$ cat config.mk
export PLATFORM = sky130hd
export DESIGN_NAME = frwp_top
export DESIGN_NICKNAME = d
export VERILOG_FILES = /design/src/hdl/frwp_pkg.sv /design/src/hdl/frwp_top.sv
export SDC_FILE = /design/constraint.sdc
export NUM_CORES = 1
export LEC_CHECK = 0
export BUFFER_PORTS_ARGS = -buffer_cell sky130_fd_sc_hd__buf_2
export CORE_ASPECT_RATIO = 1.1
export CORE_MARGIN = 3
export CORE_UTILIZATION = 40
export CTS_CLUSTER_SIZE = 8
export DETAILED_ROUTE_END_ITERATION = 8
export GPL_ROUTABILITY_DRIVEN = 0
export GPL_TIMING_DRIVEN = 0
export PLACE_DENSITY = 0.54
export SLEW_MARGIN = 20
export SYNTH_ARGS = -nofsm -noshare
export SYNTH_HDL_FRONTEND = slang
export SYNTH_SLANG_ARGS = --single-unit
export TNS_END_PERCENT = 50
$ cat constraint.sdc
create_clock -name aclk -period 74 [get_ports aclk]
set_input_delay 14.8 -clock aclk [delete_from_list [all_inputs] [get_ports aclk]]
set_output_delay 14.8 -clock aclk [all_outputs]
set_load 0.1 [all_outputs]
$ cat src/hdl/frwp_pkg.sv
// constants for the flash region write protection block
package frwp_pkg;
    // register byte addresses on the AXI4-Lite slave
    localparam logic [7:0] ADDR_PROG_PROT0 = 8'h00;
    localparam logic [7:0] ADDR_PROG_PROT1 = 8'h04;
    localparam logic [7:0] ADDR_PROG_PROT2 = 8'h08;
    localparam logic [7:0] ADDR_PROG_PROT3 = 8'h0c;
    localparam logic [7:0] ADDR_DATA_PROT = 8'h10;
    localparam logic [7:0] ADDR_EEPROM_PROT = 8'h14;
    localparam logic [7:0] ADDR_SECURITY = 8'h18;
    localparam logic [7:0] ADDR_STATUS = 8'h1c;
    localparam logic [7:0] ADDR_GEOMETRY = 8'h20;
    // geometry
    localparam int PROG_REGIONS = 32;
    localparam int DATA_REGIONS = 8;
    localparam int EEPROM_REGIONS = 8;
    localparam int PROG_REG_BYTES = 4;
    // program array size code: 0 = 32 KB ... 5 = 1 MB, region = 1 KB << code
    localparam logic [2:0] PROG_SIZE_CODE_MAX = 3'h5;
    localparam int ADDR_W = 20;
    localparam int KB_SHIFT = 10;
    // mass erase enable field position and disabling value
    localparam int MASS_EN_LSB = 4;
    localparam logic [1:0] MASS_EN_OFF = 2'h2;
    // reset value of a protection byte: all unprotected
    localparam logic [7:0] PROT_OPEN = 8'hff;
    // bus answers
    localparam logic [1:0] RESP_OKAY = 2'h0;
    localparam logic [1:0] RESP_SLVERR = 2'h2;
    // command codes from the flash command controller
    localparam logic [1:0] CMD_ERASE = 2'h0;
    localparam logic [1:0] CMD_PROGRAM = 2'h1;
    localparam logic [1:0] CMD_ERASE_ALL = 2'h2;
    // targets
    localparam logic [1:0] TGT_PROG = 2'h0;
    localparam logic [1:0] TGT_DATA = 2'h1;
    localparam logic [1:0] TGT_EEPROM = 2'h2;
    // status register bit positions
    localparam int ST_SPECIAL = 0;
    localparam int ST_MASS_DONE = 1;
    localparam int ST_ANY_PROT = 2;
    localparam int ST_CFG_LOCK = 3;
    // load sequence states, gray coded
    typedef enum logic [1:0] {
        FRWP_LOAD = 2'b00,
        FRWP_RUN = 2'b01
    } frwp_state_t;
endpackage

$ cat src/hdl/frwp_top.sv
// flash region write protection: registers, reset load and request checks
//
// Chosen here: the placing of the registers and the AXI4-Lite interface to the registers.
`timescale 1ns/1ps
`default_nettype none
////////////////////////////////////////////////////////////////////////////////
// How it works
// [RULE_01] program array has 32 equal regions, four byte registers, one bit each
// [RULE_02] erase or program into a protected region is refused, firmware included
// [RULE_03] program region size is array size over 32, 1 KB to 32 KB
// [RULE_04] data flash is partitionable space minus eeprom backup portion
// [RULE_05] power of two data flash gives eight regions of size over 8
// [RULE_06] otherwise fixed region size, fewer regions, unused upper bits kept at 1; code does not force them to 1, it ignores them
// [RULE_07] eeprom store uses exactly 8 regions, total size over 8
// [RULE_08] every reset loads all protection registers from configuration bytes
// [RULE_09] debug or serial mass erase ignores protection if enabled, then clears
// [RULE_10] internal erase-all refused when any region of any type is protected
// [RULE_11] reprogramming configuration changes only reset defaults, not live registers
// [RULE_12] configuration rewrite only while its region is open; debugger only unsecured
// [RULE_13] outside special mode writes only add protection
// [RULE_14] special mode, only in serial port mode, allows removing protection
// [RULE_15] register writes are volatile; reset reloads configuration values
// [RULE_16] system should keep mass erase enabled when protecting and securing
// [RULE_17] mass erase enable field equal to 10 ignores mass erase requests
// [RULE_18] bit 1 unprotected, 0 protected; writes store old AND new
module frwp_top (
    // clock and reset
    input wire logic aclk,
    input wire logic aresetn,
    // axi4-lite write
    input wire logic [7:0] s_axi_awaddr,
    input wire logic s_axi_awvalid,
    output logic s_axi_awready,
    input wire logic [31:0] s_axi_wdata,
    input wire logic [3:0] s_axi_wstrb,
    input wire logic s_axi_wvalid,
    output logic s_axi_wready,
    output logic [1:0] s_axi_bresp,
    output logic s_axi_bvalid,
    input wire logic s_axi_bready,
    // axi4-lite read
    input wire logic [7:0] s_axi_araddr,
    input wire logic s_axi_arvalid,
    output logic s_axi_arready,
    output logic [31:0] s_axi_rdata,
    output logic [1:0] s_axi_rresp,
    output logic s_axi_rvalid,
    input wire logic s_axi_rready,
    // configuration field bytes from the reset loader
    input wire logic [31:0] cfg_prog_prot,
    input wire logic [7:0] cfg_data_prot,
    input wire logic [7:0] cfg_eeprom_prot,
    input wire logic [7:0] cfg_security,
    // array geometry
    input wire logic [2:0] prog_size_code,
    input wire logic [3:0] data_regions_used,
    input wire logic [frwp_pkg::ADDR_W-1:0] data_region_kb,
    input wire logic [frwp_pkg::ADDR_W-1:0] eeprom_total_kb,
    // port modes
    input wire logic serial_port_mode,
    input wire logic device_secured,
    input wire logic special_mode_req,
    // request from the flash command controller
    input wire logic req_valid,
    input wire logic [1:0] req_cmd,
    input wire logic [1:0] req_target,
    input wire logic [19:0] req_addr,
    input wire logic req_from_debugger,
    // mass erase requests
    input wire logic mass_erase_dbg,
    input wire logic mass_erase_serial,
    // verdicts
    output logic req_grant,
    output logic req_refuse,
    output logic mass_erase_go,
    output logic cfg_locked
);
    ////////////////////////////////////////////////////////////////////////////
    frwp_pkg::frwp_state_t state_ff;
    logic [31:0] prog_ff;
    logic [7:0] data_ff, eeprom_ff, sec_ff;
    logic special_ff, mass_done_ff;
    logic aw_ff, w_ff, bv_ff, rv_ff;
    logic [7:0] awaddr_ff;
    logic [31:0] wdata_ff, rdata_ff;
    logic [1:0] bresp_ff, rresp_ff;
    logic grant_ff, refuse_ff, mass_ff, lock_ff;
    logic [2:0] sp_sync_ff, dbg_sync_ff, ser_sync_ff;

    // pin inputs pass two flops before use
    wire serial_mode_s = sp_sync_ff[1];
    wire mass_dbg_rise = dbg_sync_ff[1] & ~dbg_sync_ff[2];
    wire mass_ser_rise = ser_sync_ff[1] & ~ser_sync_ff[2];

    ////////////////////////////////////////////////////////////////////////////
    // region lookup
    wire [4:0] prog_shift = 5'(prog_size_code) + 5'(frwp_pkg::KB_SHIFT); // RULE_03
    wire [4:0] prog_idx = 5'(req_addr >> prog_shift); // RULE_01
    wire data_pow2 = (data_regions_used == 4'h8); // RULE_05
    // data flash size excludes eeprom backup; loader supplies the split
    wire [19:0] data_kb = 20'(req_addr >> frwp_pkg::KB_SHIFT); // RULE_04
    wire [19:0] data_div = (data_region_kb == '0) ? 20'h1 : data_region_kb;
    wire [19:0] data_q = data_kb / data_div; // RULE_06
    wire [2:0] data_idx = data_q[2:0];
    wire data_over = (data_q >= 20'(data_regions_used)) && !data_pow2;
    wire [19:0] eep_div = (eeprom_total_kb[19:3] == '0) ? 20'h1 : 20'(eeprom_total_kb >> 3);
    wire [19:0] eep_q = data_kb / eep_div; // RULE_07
    wire [2:0] eep_idx = eep_q[2:0];
    wire region_open =
        (req_target == frwp_pkg::TGT_PROG) ? prog_ff[prog_idx] :
        (req_target == frwp_pkg::TGT_DATA) ? (data_ff[data_idx] && !data_over) :
        (req_target == frwp_pkg::TGT_EEPROM) ? eeprom_ff[eep_idx] : 1'b0; // RULE_18
    // only used bits of the data register count; upper ones ignored
    wire [7:0] data_used_mask = data_pow2 ? 8'hff : 8'((9'h1 << data_regions_used) - 9'h1);
    wire any_prot = (prog_ff != 32'hffffffff) || ((~data_ff & data_used_mask) != 8'h00) ||
        (eeprom_ff != 8'hff); // RULE_10
    wire cfg_region_open = prog_ff[0]; // RULE_12
    wire mass_enabled = sec_ff[frwp_pkg::MASS_EN_LSB +: 2] != frwp_pkg::MASS_EN_OFF; // RULE_17
    wire mass_req = (mass_dbg_rise | (mass_ser_rise & serial_mode_s)) & mass_enabled; // RULE_09
    wire is_erase_all = req_cmd == frwp_pkg::CMD_ERASE_ALL;
    wire dbg_blocked = req_from_debugger & device_secured;
    wire req_ok = is_erase_all ? !any_prot : (region_open && !dbg_blocked); // RULE_02 RULE_10

    ////////////////////////////////////////////////////////////////////////////
    // bus decode
    wire do_write = aw_ff & w_ff & !bv_ff;
    wire [7:0] wbyte = wdata_ff[7:0];
    // special mode lets writes remove protection, otherwise old AND new
    function automatic logic [7:0] merge(input logic [7:0] old, input logic [7:0] nw,
            input logic sp);
        merge = sp ? nw : (old & nw); // RULE_13 RULE_14 RULE_18
    endfunction
    wire wr_known = (awaddr_ff[7:2] <= frwp_pkg::ADDR_GEOMETRY[7:2]) && (awaddr_ff[1:0] == 2'h0);
    wire [31:0] status_word = {28'h0, lock_ff, any_prot, mass_done_ff, special_ff};
    logic [31:0] rd_mux;
    logic rd_known;
    always_comb begin
        rd_known = 1'b1;
        case (s_axi_araddr)
            frwp_pkg::ADDR_PROG_PROT0: rd_mux = {24'h0, prog_ff[7:0]};
            frwp_pkg::ADDR_PROG_PROT1: rd_mux = {24'h0, prog_ff[15:8]};
            frwp_pkg::ADDR_PROG_PROT2: rd_mux = {24'h0, prog_ff[23:16]};
            frwp_pkg::ADDR_PROG_PROT3: rd_mux = {24'h0, prog_ff[31:24]};
            frwp_pkg::ADDR_DATA_PROT: rd_mux = {24'h0, data_ff};
            frwp_pkg::ADDR_EEPROM_PROT: rd_mux = {24'h0, eeprom_ff};
            frwp_pkg::ADDR_SECURITY: rd_mux = {24'h0, sec_ff};
            frwp_pkg::ADDR_STATUS: rd_mux = status_word;
            frwp_pkg::ADDR_GEOMETRY: rd_mux = {25'h0, prog_size_code, data_regions_used};
            default: begin
                rd_mux = 32'h0;
                rd_known = 1'b0;
            end
        endcase
    end

    ////////////////////////////////////////////////////////////////////////////
    // synchronisers and load sequence
    always_ff @(posedge aclk) begin
        if (!aresetn) begin
            sp_sync_ff <= 3'h0;
            dbg_sync_ff <= 3'h0;
            ser_sync_ff <= 3'h0;
            state_ff <= frwp_pkg::FRWP_LOAD;
        end else begin
            sp_sync_ff <= {sp_sync_ff[1:0], serial_port_mode};
            dbg_sync_ff <= {dbg_sync_ff[1:0], mass_erase_dbg};
            ser_sync_ff <= {ser_sync_ff[1:0], mass_erase_serial};
            state_ff <= frwp_pkg::FRWP_RUN;
        end
    end

    // protection registers: open during reset, loaded on first edge after it
    always_ff @(posedge aclk) begin
        if (!aresetn) begin
            prog_ff <= {4{frwp_pkg::PROT_OPEN}};
            data_ff <= frwp_pkg::PROT_OPEN;
            eeprom_ff <= frwp_pkg::PROT_OPEN;
            sec_ff <= frwp_pkg::PROT_OPEN;
            mass_done_ff <= 1'b0;
        end else if (state_ff == frwp_pkg::FRWP_LOAD) begin
            prog_ff <= cfg_prog_prot; // RULE_08 RULE_15
            data_ff <= cfg_data_prot; // RULE_08
            eeprom_ff <= cfg_eeprom_prot; // RULE_08
            sec_ff <= cfg_security; // RULE_11
        end else if (mass_req) begin
            prog_ff <= {4{frwp_pkg::PROT_OPEN}}; // RULE_09
            data_ff <= frwp_pkg::PROT_OPEN;
            eeprom_ff <= frwp_pkg::PROT_OPEN;
            mass_done_ff <= 1'b1;
        end else if (do_write && wr_known) begin
            case (awaddr_ff)
                frwp_pkg::ADDR_PROG_PROT0: prog_ff[7:0] <= merge(prog_ff[7:0], wbyte, special_ff);
                frwp_pkg::ADDR_PROG_PROT1: prog_ff[15:8] <= merge(prog_ff[15:8], wbyte, special_ff);
                frwp_pkg::ADDR_PROG_PROT2:
                    prog_ff[23:16] <= merge(prog_ff[23:16], wbyte, special_ff);
                frwp_pkg::ADDR_PROG_PROT3:
                    prog_ff[31:24] <= merge(prog_ff[31:24], wbyte, special_ff);
                frwp_pkg::ADDR_DATA_PROT: data_ff <= merge(data_ff, wbyte, special_ff); // RULE_06
                frwp_pkg::ADDR_EEPROM_PROT: eeprom_ff <= merge(eeprom_ff, wbyte, special_ff);
                default: mass_done_ff <= mass_done_ff;
            endcase
        end
    end

    // special mode only while serial port mode holds
    always_ff @(posedge aclk) begin
        if (!aresetn)
            special_ff <= 1'b0;
        else
            special_ff <= special_mode_req & serial_mode_s; // RULE_14
    end

    ////////////////////////////////////////////////////////////////////////////
    // axi4-lite write channel: takes address and data in either order
    always_ff @(posedge aclk) begin
        if (!aresetn) begin
            aw_ff <= 1'b0;
            w_ff <= 1'b0;
            bv_ff <= 1'b0;
            awaddr_ff <= 8'h00;
            wdata_ff <= 32'h0;
            bresp_ff <= frwp_pkg::RESP_OKAY;
        end else begin
            if (s_axi_awvalid && !aw_ff) begin
                aw_ff <= 1'b1;
                awaddr_ff <= s_axi_awaddr;
            end
            if (s_axi_wvalid && !w_ff) begin
                w_ff <= 1'b1;
                wdata_ff <= s_axi_wstrb[0] ? s_axi_wdata : {24'h0, 8'hff};
            end
            if (do_write) begin
                bv_ff <= 1'b1;
                bresp_ff <= wr_known ? frwp_pkg::RESP_OKAY : frwp_pkg::RESP_SLVERR;
            end else if (bv_ff && s_axi_bready) begin
                bv_ff <= 1'b0;
                aw_ff <= 1'b0;
                w_ff <= 1'b0;
            end
        end
    end

    // axi4-lite read channel
    always_ff @(posedge aclk) begin
        if (!aresetn) begin
            rv_ff <= 1'b0;
            rdata_ff <= 32'h0;
            rresp_ff <= frwp_pkg::RESP_OKAY;
        end else if (s_axi_arvalid && !rv_ff) begin
            rv_ff <= 1'b1;
            rdata_ff <= rd_mux;
            rresp_ff <= rd_known ? frwp_pkg::RESP_OKAY : frwp_pkg::RESP_SLVERR;
        end else if (rv_ff && s_axi_rready) begin
            rv_ff <= 1'b0;
        end
    end

    ////////////////////////////////////////////////////////////////////////////
    // request verdicts, one cycle after the request
    always_ff @(posedge aclk) begin
        if (!aresetn) begin
            grant_ff <= 1'b0;
            refuse_ff <= 1'b0;
            mass_ff <= 1'b0;
            lock_ff <= 1'b1;
        end else begin
            grant_ff <= req_valid && req_ok && state_ff == frwp_pkg::FRWP_RUN; // RULE_02
            refuse_ff <= req_valid && !(req_ok && state_ff == frwp_pkg::FRWP_RUN); // RULE_02
            mass_ff <= mass_req; // RULE_09 RULE_17
            lock_ff <= !cfg_region_open; // RULE_12
        end
    end

    assign s_axi_awready = !aw_ff;
    assign s_axi_wready = !w_ff;
    assign s_axi_bvalid = bv_ff;
    assign s_axi_bresp = bresp_ff;
    assign s_axi_arready = !rv_ff;
    assign s_axi_rvalid = rv_ff;
    assign s_axi_rdata = rdata_ff;
    assign s_axi_rresp = rresp_ff;
    assign req_grant = grant_ff;
    assign req_refuse = refuse_ff;
    assign mass_erase_go = mass_ff;
    assign cfg_locked = lock_ff;
endmodule
`default_nettype wire

==> results by stage, run 1 <==
Status:
- The run finished with clean final reports.

Worst setup path:
- The endpoint of the worst-slack reg-to-reg timing path is prog_ff[24].
- The largest fanout on the critical path is 10.
- Data on the critical path arrives at its endpoint at about 67 ns.
- The launching instance or port of the critical path is data_region_kb[19].
- The library cell contributing the largest single delay on the critical path is sky130_fd_sc_hd__or4b_2.
- The setup slack on the worst flop-to-flop path is between 70 and 80 ns.
- The most repeated library cell on the critical path is sky130_fd_sc_hd__o21a_1.
- The number of cell instances on the worst register-to-register path is 8.
- The worst setup path is captured at a flip-flop.
- The critical path ends at req_refuse.
- The worst setup path is of the in -> reg kind.
- The startpoint type of the worst setup path is an input pin.
- In this run the number of cells on the critical path is 190.
- The number of buffer and inverter stages on the critical path is 18.
- The cell family contributing the most delay on the critical path is compound AO/OA/AOI/OAI gates.
- STA puts the critical path data required time at between 70 and 80 ns.
- The delay contributed by the slowest stage of the critical path is around 0.75 ns.
- The launch point of the worst reg-to-reg path is aw_ff.

Logic synthesis:
- Yosys printed 0 warnings.
- Counting every instance in the synthesized netlist gives roughly 3700.
- The distinct cell type count after synthesis is 94.
- In this run the cell area of the synthesized design comes to ~0.026 mm².
- The number of flops mapped to enable cells by yosys is 0.
- The sequential share of the synthesized area is between 7 and 8%.
- Among all flip-flop cells after synthesis, the most frequent one is sky130_fd_sc_hd__dfxtp_1.
- In the synthesized netlist the async set-or-reset flop fraction comes to 0%.
- A synthesized cell averages 7.10 µm².
- The flip-flop and latch count after synthesis is approximately 100.

Pwr:
- The power per unit of standard cell area is about 7.7 mW/mm².
- The analysis attributes to cell leakage a power of ~0.014 µW.
- IR analysis of the VDD net gives a maximum drop of 0.0000101 V.

Clocking:
- The clock sink total is approximately 100.
- The number of levels the H-tree was split into is 3.
- TritonCTS built the clock tree.
- The clock latency on the worst-skew pair is around 0.35 ns.
- The maximum count of clock buffers along a single path is 2.
- The post-cts sizing count is 0.
- The clock-pin transition on the worst setup and hold timing paths is around 0.070 ns.
- Post-CTS timing repair inserted 0 buffers for setup.
- CTS placed an instance of sky130_fd_sc_hd__clkbuf_16 at the clock tree root.
- After clock tree synthesis, the flow added hold-fix buffers numbering 0.
- The number of buffers created by CTS is 9.

Layout:
- The multi-input gate area in the final layout is 0.0233 mm².
- The final core utilization is 44.6%.
- Fill cells in the final layout number 6806.
- From synthesis to final layout, the design area changed by 9.18%.
- After routing the design area is 0.0287 mm².
- The post-route netlist has between 9 and 10% of its cells at a drive strength greater than 1.
- The area of all sequential standard cells is 0.00202 mm².
- The net count of the finished layout is 4541.

Timing:
- The final critical delay including setup and external delays is ~67 ns.
- Of the available clock period, the critical path in the final layout requires between 90% and 100%.
- At the pin with the least slew margin, the transition time is 1.15 ns.
- Setup repair after global routing left no endpoint under its margin.
- The number of endpoints with negative hold slack in the final report is 0.
- The final count of pins violating max slew is 0.
- For the final routed database, the setup TNS stands at 0 ns.
- For the final database, setup skew stands at ~0.0096 ns.
- Setup violations remaining at the end of the flow were counted as 0.
- Derived from the worst setup path, the maximum achievable clock frequency is about 15 MHz.
- The worst-case headroom to the max-slew limit is a little under a quarter.

Floorplanning:
- The floorplan step set the die height to ~270 µm.
- The total number of placement rows is between 90 and 100.
- The die covers a little under 0.07 mm².
- The chip width is 251 µm.
- The core box area is approximately 0.064 mm².
- Pin placement for this block handled between 200 and 250 I/O pins.
- The starting density of the core is between 40 and 50%.

Detailed routing:
- The number of violations reported at the end of detailed-routing iteration 0 is 1904.
- After detailed routing, the average wire length per cell comes to roughly 19 µm.
- The routed via count divided by cell count is ~5.9.
- The detail route stage leaves a number of antenna-violating nets equal to 0.
- After detailed routing, the number of remaining DRC violations is 0.
- The routed wire length is about 93000 µm.
- Detailed routing inserted a total of roughly 28000 vias.
- The total iterations of the first detailed-routing run is 8.

Global routing:
- The via count of the first global-routing pass was about 26000.
- Global routing consumed, over all layers together, 25.8% of the routing resources.
- The overflow left after global routing is 0.
- The global-route wire length before repair is 144000 µm.
- The number of antenna violations at the first check in global routing is 9.
- The pin count of the biggest net entering global routing is 21.

Run:
- The number of maximum-capacitance violations is 0.

Worst hold path:
- The type of the tightest min-delay check is reg -> reg.

Place:
- The number of input and output port buffers inserted is 166.
- Summing all placed instances gives a cell area of approximately 0.028 mm².
- Detailed placement ended at an HPWL of around 77000 µm.
[cell usage in the layout (no fill, tap or decap), types with 17 or more instances in the layout]
cell type / instances
sky130_fd_sc_hd__nor2_1: 466
sky130_fd_sc_hd__ha_1: 419
sky130_fd_sc_hd__nand2_1: 305
sky130_fd_sc_hd__a21oi_1: 251
sky130_fd_sc_hd__o21ai_0: 196
sky130_fd_sc_hd__nor3_1: 173
sky130_fd_sc_hd__buf_2: 171
sky130_fd_sc_hd__inv_1: 148
sky130_fd_sc_hd__o21a_1: 147
sky130_fd_sc_hd__dfxtp_1: 101
sky130_fd_sc_hd__xnor2_1: 100
sky130_fd_sc_hd__a21o_1: 97
sky130_fd_sc_hd__mux2_2: 96
sky130_fd_sc_hd__nand3_1: 94
sky130_fd_sc_hd__clkbuf_1: 93
sky130_fd_sc_hd__mux2i_1: 77
sky130_fd_sc_hd__xor2_1: 67
sky130_fd_sc_hd__o22ai_1: 61
sky130_fd_sc_hd__or3_1: 60
sky130_fd_sc_hd__nor2b_1: 55
sky130_fd_sc_hd__nand2b_1: 46
sky130_fd_sc_hd__conb_1: 46
sky130_fd_sc_hd__o31ai_1: 43
sky130_fd_sc_hd__a211oi_1: 43
sky130_fd_sc_hd__a31oi_1: 37
sky130_fd_sc_hd__nand4_1: 35
sky130_fd_sc_hd__and2_1: 31
sky130_fd_sc_hd__or2_2: 29
sky130_fd_sc_hd__o211ai_1: 28
sky130_fd_sc_hd__nor4_1: 27
sky130_fd_sc_hd__buf_4: 26
sky130_fd_sc_hd__a22oi_1: 23
sky130_fd_sc_hd__a21boi_0: 22
sky130_fd_sc_hd__and3_1: 22
sky130_fd_sc_hd__o211a_1: 17
[state kept, by name, indices dropped and copies added (netlist names), 2 cells and up]
register	count
s_axi_rdata	8
data_ff	8
sec_ff	8
dbg_sync_ff	3
ser_sync_ff	3
sp_sync_ff	2
awaddr_ff	8
wdata_ff	8
prog_ff	32
eeprom_ff	8
[worst register-to-register path: cells and delay by family, from the launching register on]
kind	cells	cell delay (ns)
compound gates	2	0.60
buf+inv	1	0.06
flops	1	0.35
simple gates	5	1.80
[cell families (layout without fill, tap and decap cells)]
family,count (synthesis),in the layout,share of synthesized area (%)
AOI/OAI and AO/OA,1151,1151,29.4
xor gates and xnor gates,167,167,5.56
adders and majority gates,419,419,19.9
buffers and inverters,278,462,4.36
DFF,101,101,7.69
muxes,180,180,7.58
other,1,51,0.0143
and+or+nand+nor,1408,1408,25.5
[layout make-up]
cell class                      instances  area share (%)
Clock buffer                            9           0.784
Timing Repair Buffer                  168            3.02
Antenna cell                            5          0.0436
Sequential cell                       101            7.04
Multi-Input combinational cell       3371            81.2
Clock inverter                          7           0.200
Buffer                                128            2.03
Tap cell                              841            3.66
Inverter                              150            1.96
[synth_stat cells (all sizes together) (22+ instances only)]
cell    count  area, µm²
dfxtp     101       2020
mux2       98       1110
o31ai      45        343
nand4      35        219
nor3      173        866
o211ai     28        210
or3        60        375
a211oi     44        335
a31oi      39        259
nor2      467       1760
xnor2     100        876
o21a      147       1100
o22ai      61        382
a21boi     24        180
mux2i      77        771
nor4       31        236
a21o       97        728
buf        35        235
and3       22        138
or2        29        181
ha        419       5240
clkbuf     93        349
xor2       67        587
nand2     305       1140
nand3      94        470
a22oi      23        173
and2       32        200
inv       149        559
nor2b      55        344
nand2b     46        288
a21oi     253       1280
o21ai     206       1030
[power breakdown]
| group | internal (µW) | total, µW | switching (µW) |
|---|---|---|---|
| Sequential | 58.2 | 63.2 | 5.02 |
| Clock | 23.4 | 45.8 | 22.4 |
| Combinational | 43.1 | 113 | 69.8 |
| Total | 125 | 222 | 97.2 |
[layer usage]
| metal | GRT usage, % | vias to the layer above | part of all wire, % |
|---|---|---|---|
| met4 | 7.34 | 2 | 2.9 |
| met2 | 44.4 | 717 | 46 |
| met5 | 0 | - | 0.014 |
| met3 | 2.51 | 147 | 4.9 |
| li1 | - | 14292 | - |
| met1 | 34.3 | 12938 | 46 |
[worst min-delay path by stage]
| stage | start | endpoint | slack (ns) | cells after the start |
|---|---|---|---|---|
| 2_1_floorplan | prog_ff[0] | cfg_locked | 0.40 | 1 |
| 3_3_place_gp | dbg_sync_ff[0] | dbg_sync_ff[1] | 0.42 | 1 |
| 3_5_place_dp | sp_sync_ff[0] | sp_sync_ff[1] | 0.42 | 1 |
| 4_1_cts | sp_sync_ff[0] | sp_sync_ff[1] | 0.44 | 1 |
| 5_1_grt | dbg_sync_ff[0] | dbg_sync_ff[1] | 0.46 | 1 |
| 6_report | dbg_sync_ff[0] | dbg_sync_ff[1] | 0.44 | 1 |
[stage by stage]
step | total power, µW | hold WS, ns | setup WS (ns) | std cells
floorplan | 146 | 0.396 | 18.32 | 3750
global placement | 175 | 0.422 | 6.21 | 4757
detailed placement | 176 | 0.423 | 7.06 | 4759
CTS | 221 | 0.441 | 7.20 | 4775
global route | 238 | 0.459 | 2.73 | 4778
finish | 222 | 0.438 | 6.79 | 4780
Note: power is estimated with default switching activity, not from simulation.
==> run 2: changes to the inputs <==
Settings changed: MAX_ROUTING_LAYER set to met4.
==> run 2 against run 1 <==
Net effect: sequential power barely moved; total power fell by 0.10%; first-iteration DRC count fell by 4.8%; via count barely moved; clock skew rose by 0.0011 ns; die area did not move; worst setup slack got worse by 0.14 ns; final cell count barely moved; count of clock-buffer cells in the layout did not move; register-to-register slack improved by 0.04 ns; highest routed layer is now met4.
==> results by stage, run 2 (synthesis gave the netlist of run 1 again) <==
Status:
- The flow ran to the end, and the final reports show no timing, DRC or antenna violations.

Place:
- The number of input and output port buffers inserted is 166.
- The sum of net half-perimeters after detailed placement is about 77000 µm.
- At the placement stage, the worst setup path has a slack of 7.06 ns.
- After detailed placement, the design holds a cell count of around 4800.

Worst setup path:
- Of all nets on the critical path, the largest fanout is 10.
- The startpoint type of the worst setup path is an input pin.
- The data required time at the worst endpoint is roughly 74 ns.
- The critical setup path kind is in -> reg.
- The number of cell instances on the worst register-to-register path is 11.
- By instance count, the cell type seen most on the critical path is sky130_fd_sc_hd__o21a_1.
- The critical path arrival is 67.58 ns.
- Across all register-to-register paths, the minimum setup slack is 71.16 ns.
- The worst register-to-register path ends at req_refuse.
- The launch point of the worst reg-to-reg path is prog_ff[27].
- The element type at the critical path end is a flip-flop.
- The slowest stage of the critical path belongs to the cell sky130_fd_sc_hd__o31ai_1.
- The delay contributed by the slowest stage of the critical path is ~0.75 ns.

Layout:
- The register bank with the most flops is prog_ff.
- Excluding fillers, the count of instances in the completed layout stands at 4781.
- The most common cell after layout, fill and taps aside is sky130_fd_sc_hd__nor2_1.
- The count of nets after finishing is 4541.
- Relative to the synthesized area, the layout overhead comes to 9.18%.
- The register with the most flip-flops in the layout has 32 of them.
- In the layout the commonest cells are sky130_fd_sc_hd__nor2_1, sky130_fd_sc_hd__ha_1, sky130_fd_sc_hd__nand2_1.
- The share of cells above drive strength 1 is under 10%.

Run:
- Across the run, the number of max-cap violations was 0.

Timing:
- The final number of setup-violating endpoints is 0.
- The final critical delay including setup and external delays is a little under 70 ns.
- The fmax is around 15 MHz.
- Once routing completed, OpenROAD measured the worst setup slack at about 6.6 ns.
- Measured against its own limit, the worst slew margin works out to 23.9%.
- The number of endpoints with negative hold slack in the final report was 0.
- The post-route fraction of the period consumed by the critical path is 91.0%.
- At the pin with the least slew margin, the transition time is around 1.1 ns.
- Hold timing on the final database bottoms out at a slack of 0.438 ns.
- Setup repair after global routing left no endpoint under its margin.
- Setup total negative slack on the finished layout was measured at 0 ns.
- The worst clock skew on the final layout is roughly 0.011 ns.
- The final count of pins violating max slew is 0.

Worst hold path:
- The startpoint of the lowest-slack hold path is dbg_sync_ff[0].
- The min-delay analysis places its worst path in the category reg -> reg.
- The depth of the worst hold-timing path is 1.
- The worst hold path terminates at dbg_sync_ff[1].

Detailed routing:
- The number of design rule violations left after detail routing is 0.
- The routed layout has 28102 vias.
- The routed wire length per instance is roughly 19 µm.
- After detailed routing, the total wire length is ~90000 µm.
- In the routed layout, each cell is associated on average with a via count of between 5 and 6.
- The first detailed-routing pass took 6 iterations.
- The number of violations reported at the end of detailed-routing iteration 0 is 1812.
- The count of antenna-violating nets left after detailed routing is 0.

Clocking:
- The number of hold-repair buffers added at the cts stage is 0.
- The number of levels the H-tree was split into is 3.
- Buffers inserted during clock tree synthesis total 9.
- The clock passes through at most 2 buffers.
- Post-CTS repair changed the size of 0 cells.
- The TritonCTS clock tree is yes.
- The cell chosen for the clock root is sky130_fd_sc_hd__clkbuf_16.
- Once the clock tree was built, the setup fixing pass inserted 0 buffers.
- The clock latency on the worst-skew pair is between 0.3 and 0.4 ns.
- Clock tree synthesis found a total of between 100 and 150 sinks.
- After clock tree synthesis, the clock-pin slew on the worst setup and hold paths is ~0.070 ns.

Floorplanning:
- The floorplan has 97 rows.
- The I/O pin count is 238.
- The die covers about 0.07 mm².
- The initial utilization of the core area, before any placement, comes to 40.8%.
- The region available for standard cell placement spans around 0.064 mm².
- The die height is 275 µm.
- The chip width is ~250 µm.

Pwr:
- The portion of total power attributed to combinational logic is slightly above 50%.
- Cell internal power was estimated by the tool at 125 µW.
- In this run the static leakage power is 0.0137 µW.
- The worst supply voltage drop on vdd is roughly 0.00001 V.
- The power per unit of standard cell area is roughly 7.7 mW/mm².
- The sequential group share of total power is 28.5%.
- The clock network fraction of total power is 20.6%.
- In this run the power spent charging and discharging nets is ~97 µW.
- The switching part of the total is approximately 44%.

Global routing:
- The via count of the first global-routing pass came to between 20000 and 30000.
- The overflow left after global routing is 0.
- The number of antenna violations at the first check in global routing is 8.
- Entering global routing, the biggest net connects 21 pins.
- The global-route wire length before repair is between 100000 and 150000 µm.
- Global routing consumed, over all layers together, a little over a quarter of the routing resources.
==> run 2: cell count changes in the layout (fill, tap and decap cells not counted) <==
cell,change
sky130_fd_sc_hd__diode_2,+1
==> run 2: area by class of cell <==
type                       instances  area, µm²
fill                            6806      35700
multi-input combinational       3371      23300
sequential                       101       2020
tap                              841       1050
timing repair buffer             168        868
buffer                           128        584
inverter                         150        563
clock buffer                       9        225
clock inverter                     7       57.6
antenna                            6       15.0
==> run 2: power groups by stage <==
stage | clock network (µW) | registers (µW) | logic (µW)
4_1_cts | 46.4 | 63.0 | 112
3_3_place_gp | 0 | 64.3 | 111
2_1_floorplan | 0 | 63.8 | 82.4
5_1_grt | 48.6 | 63.5 | 125
3_5_place_dp | 0 | 64.2 | 111
6_report | 45.6 | 63.2 | 113
==> run 2: metal layers <==
layer | global-route usage (%) | wire length (µm) | up-vias
met4 | 7.31 | 2790 | 0
met5 | - | 0 | -
met3 | 2.44 | 4410 | 153
li1 | - | - | 14301
met1 | 34.4 | 43000 | 12974
met2 | 44.4 | 42500 | 674
==> run 2: how the worst max path moves through the flow <==
stage               cells after the start         end               start  slack [ns]
finish                                190  req_refuse  data_region_kb[19]        6.65
floorplan                             191  req_refuse  data_region_kb[16]       18.32
global route                          190  req_refuse  data_region_kb[19]        2.79
detailed placement                    190  req_refuse  data_region_kb[19]        7.06
global placement                      190  req_refuse  data_region_kb[19]        6.21
CTS                                   190  req_refuse  data_region_kb[19]        7.20
==> run 2: worst max-delay path, delay by kind of cell <==
kind | cells | cell delay, ns
AOI/OAI and AO/OA | 120 | 31.32
and+or+nand+nor | 30 | 7.80
adders and majority gates | 19 | 6.25
buffers and inverters | 18 | 6.03
muxes | 3 | 1.26
==> run 2: metrics by stage <==
step	power [µW]	utilization (%)	instance area, µm²
after floorplan	146	-	26500
after global placement	175	44.0	28400
after detailed placement	176	44.1	28400
after CTS	221	44.5	28700
after global routing	237	44.6	28700
final	222	44.6	28700
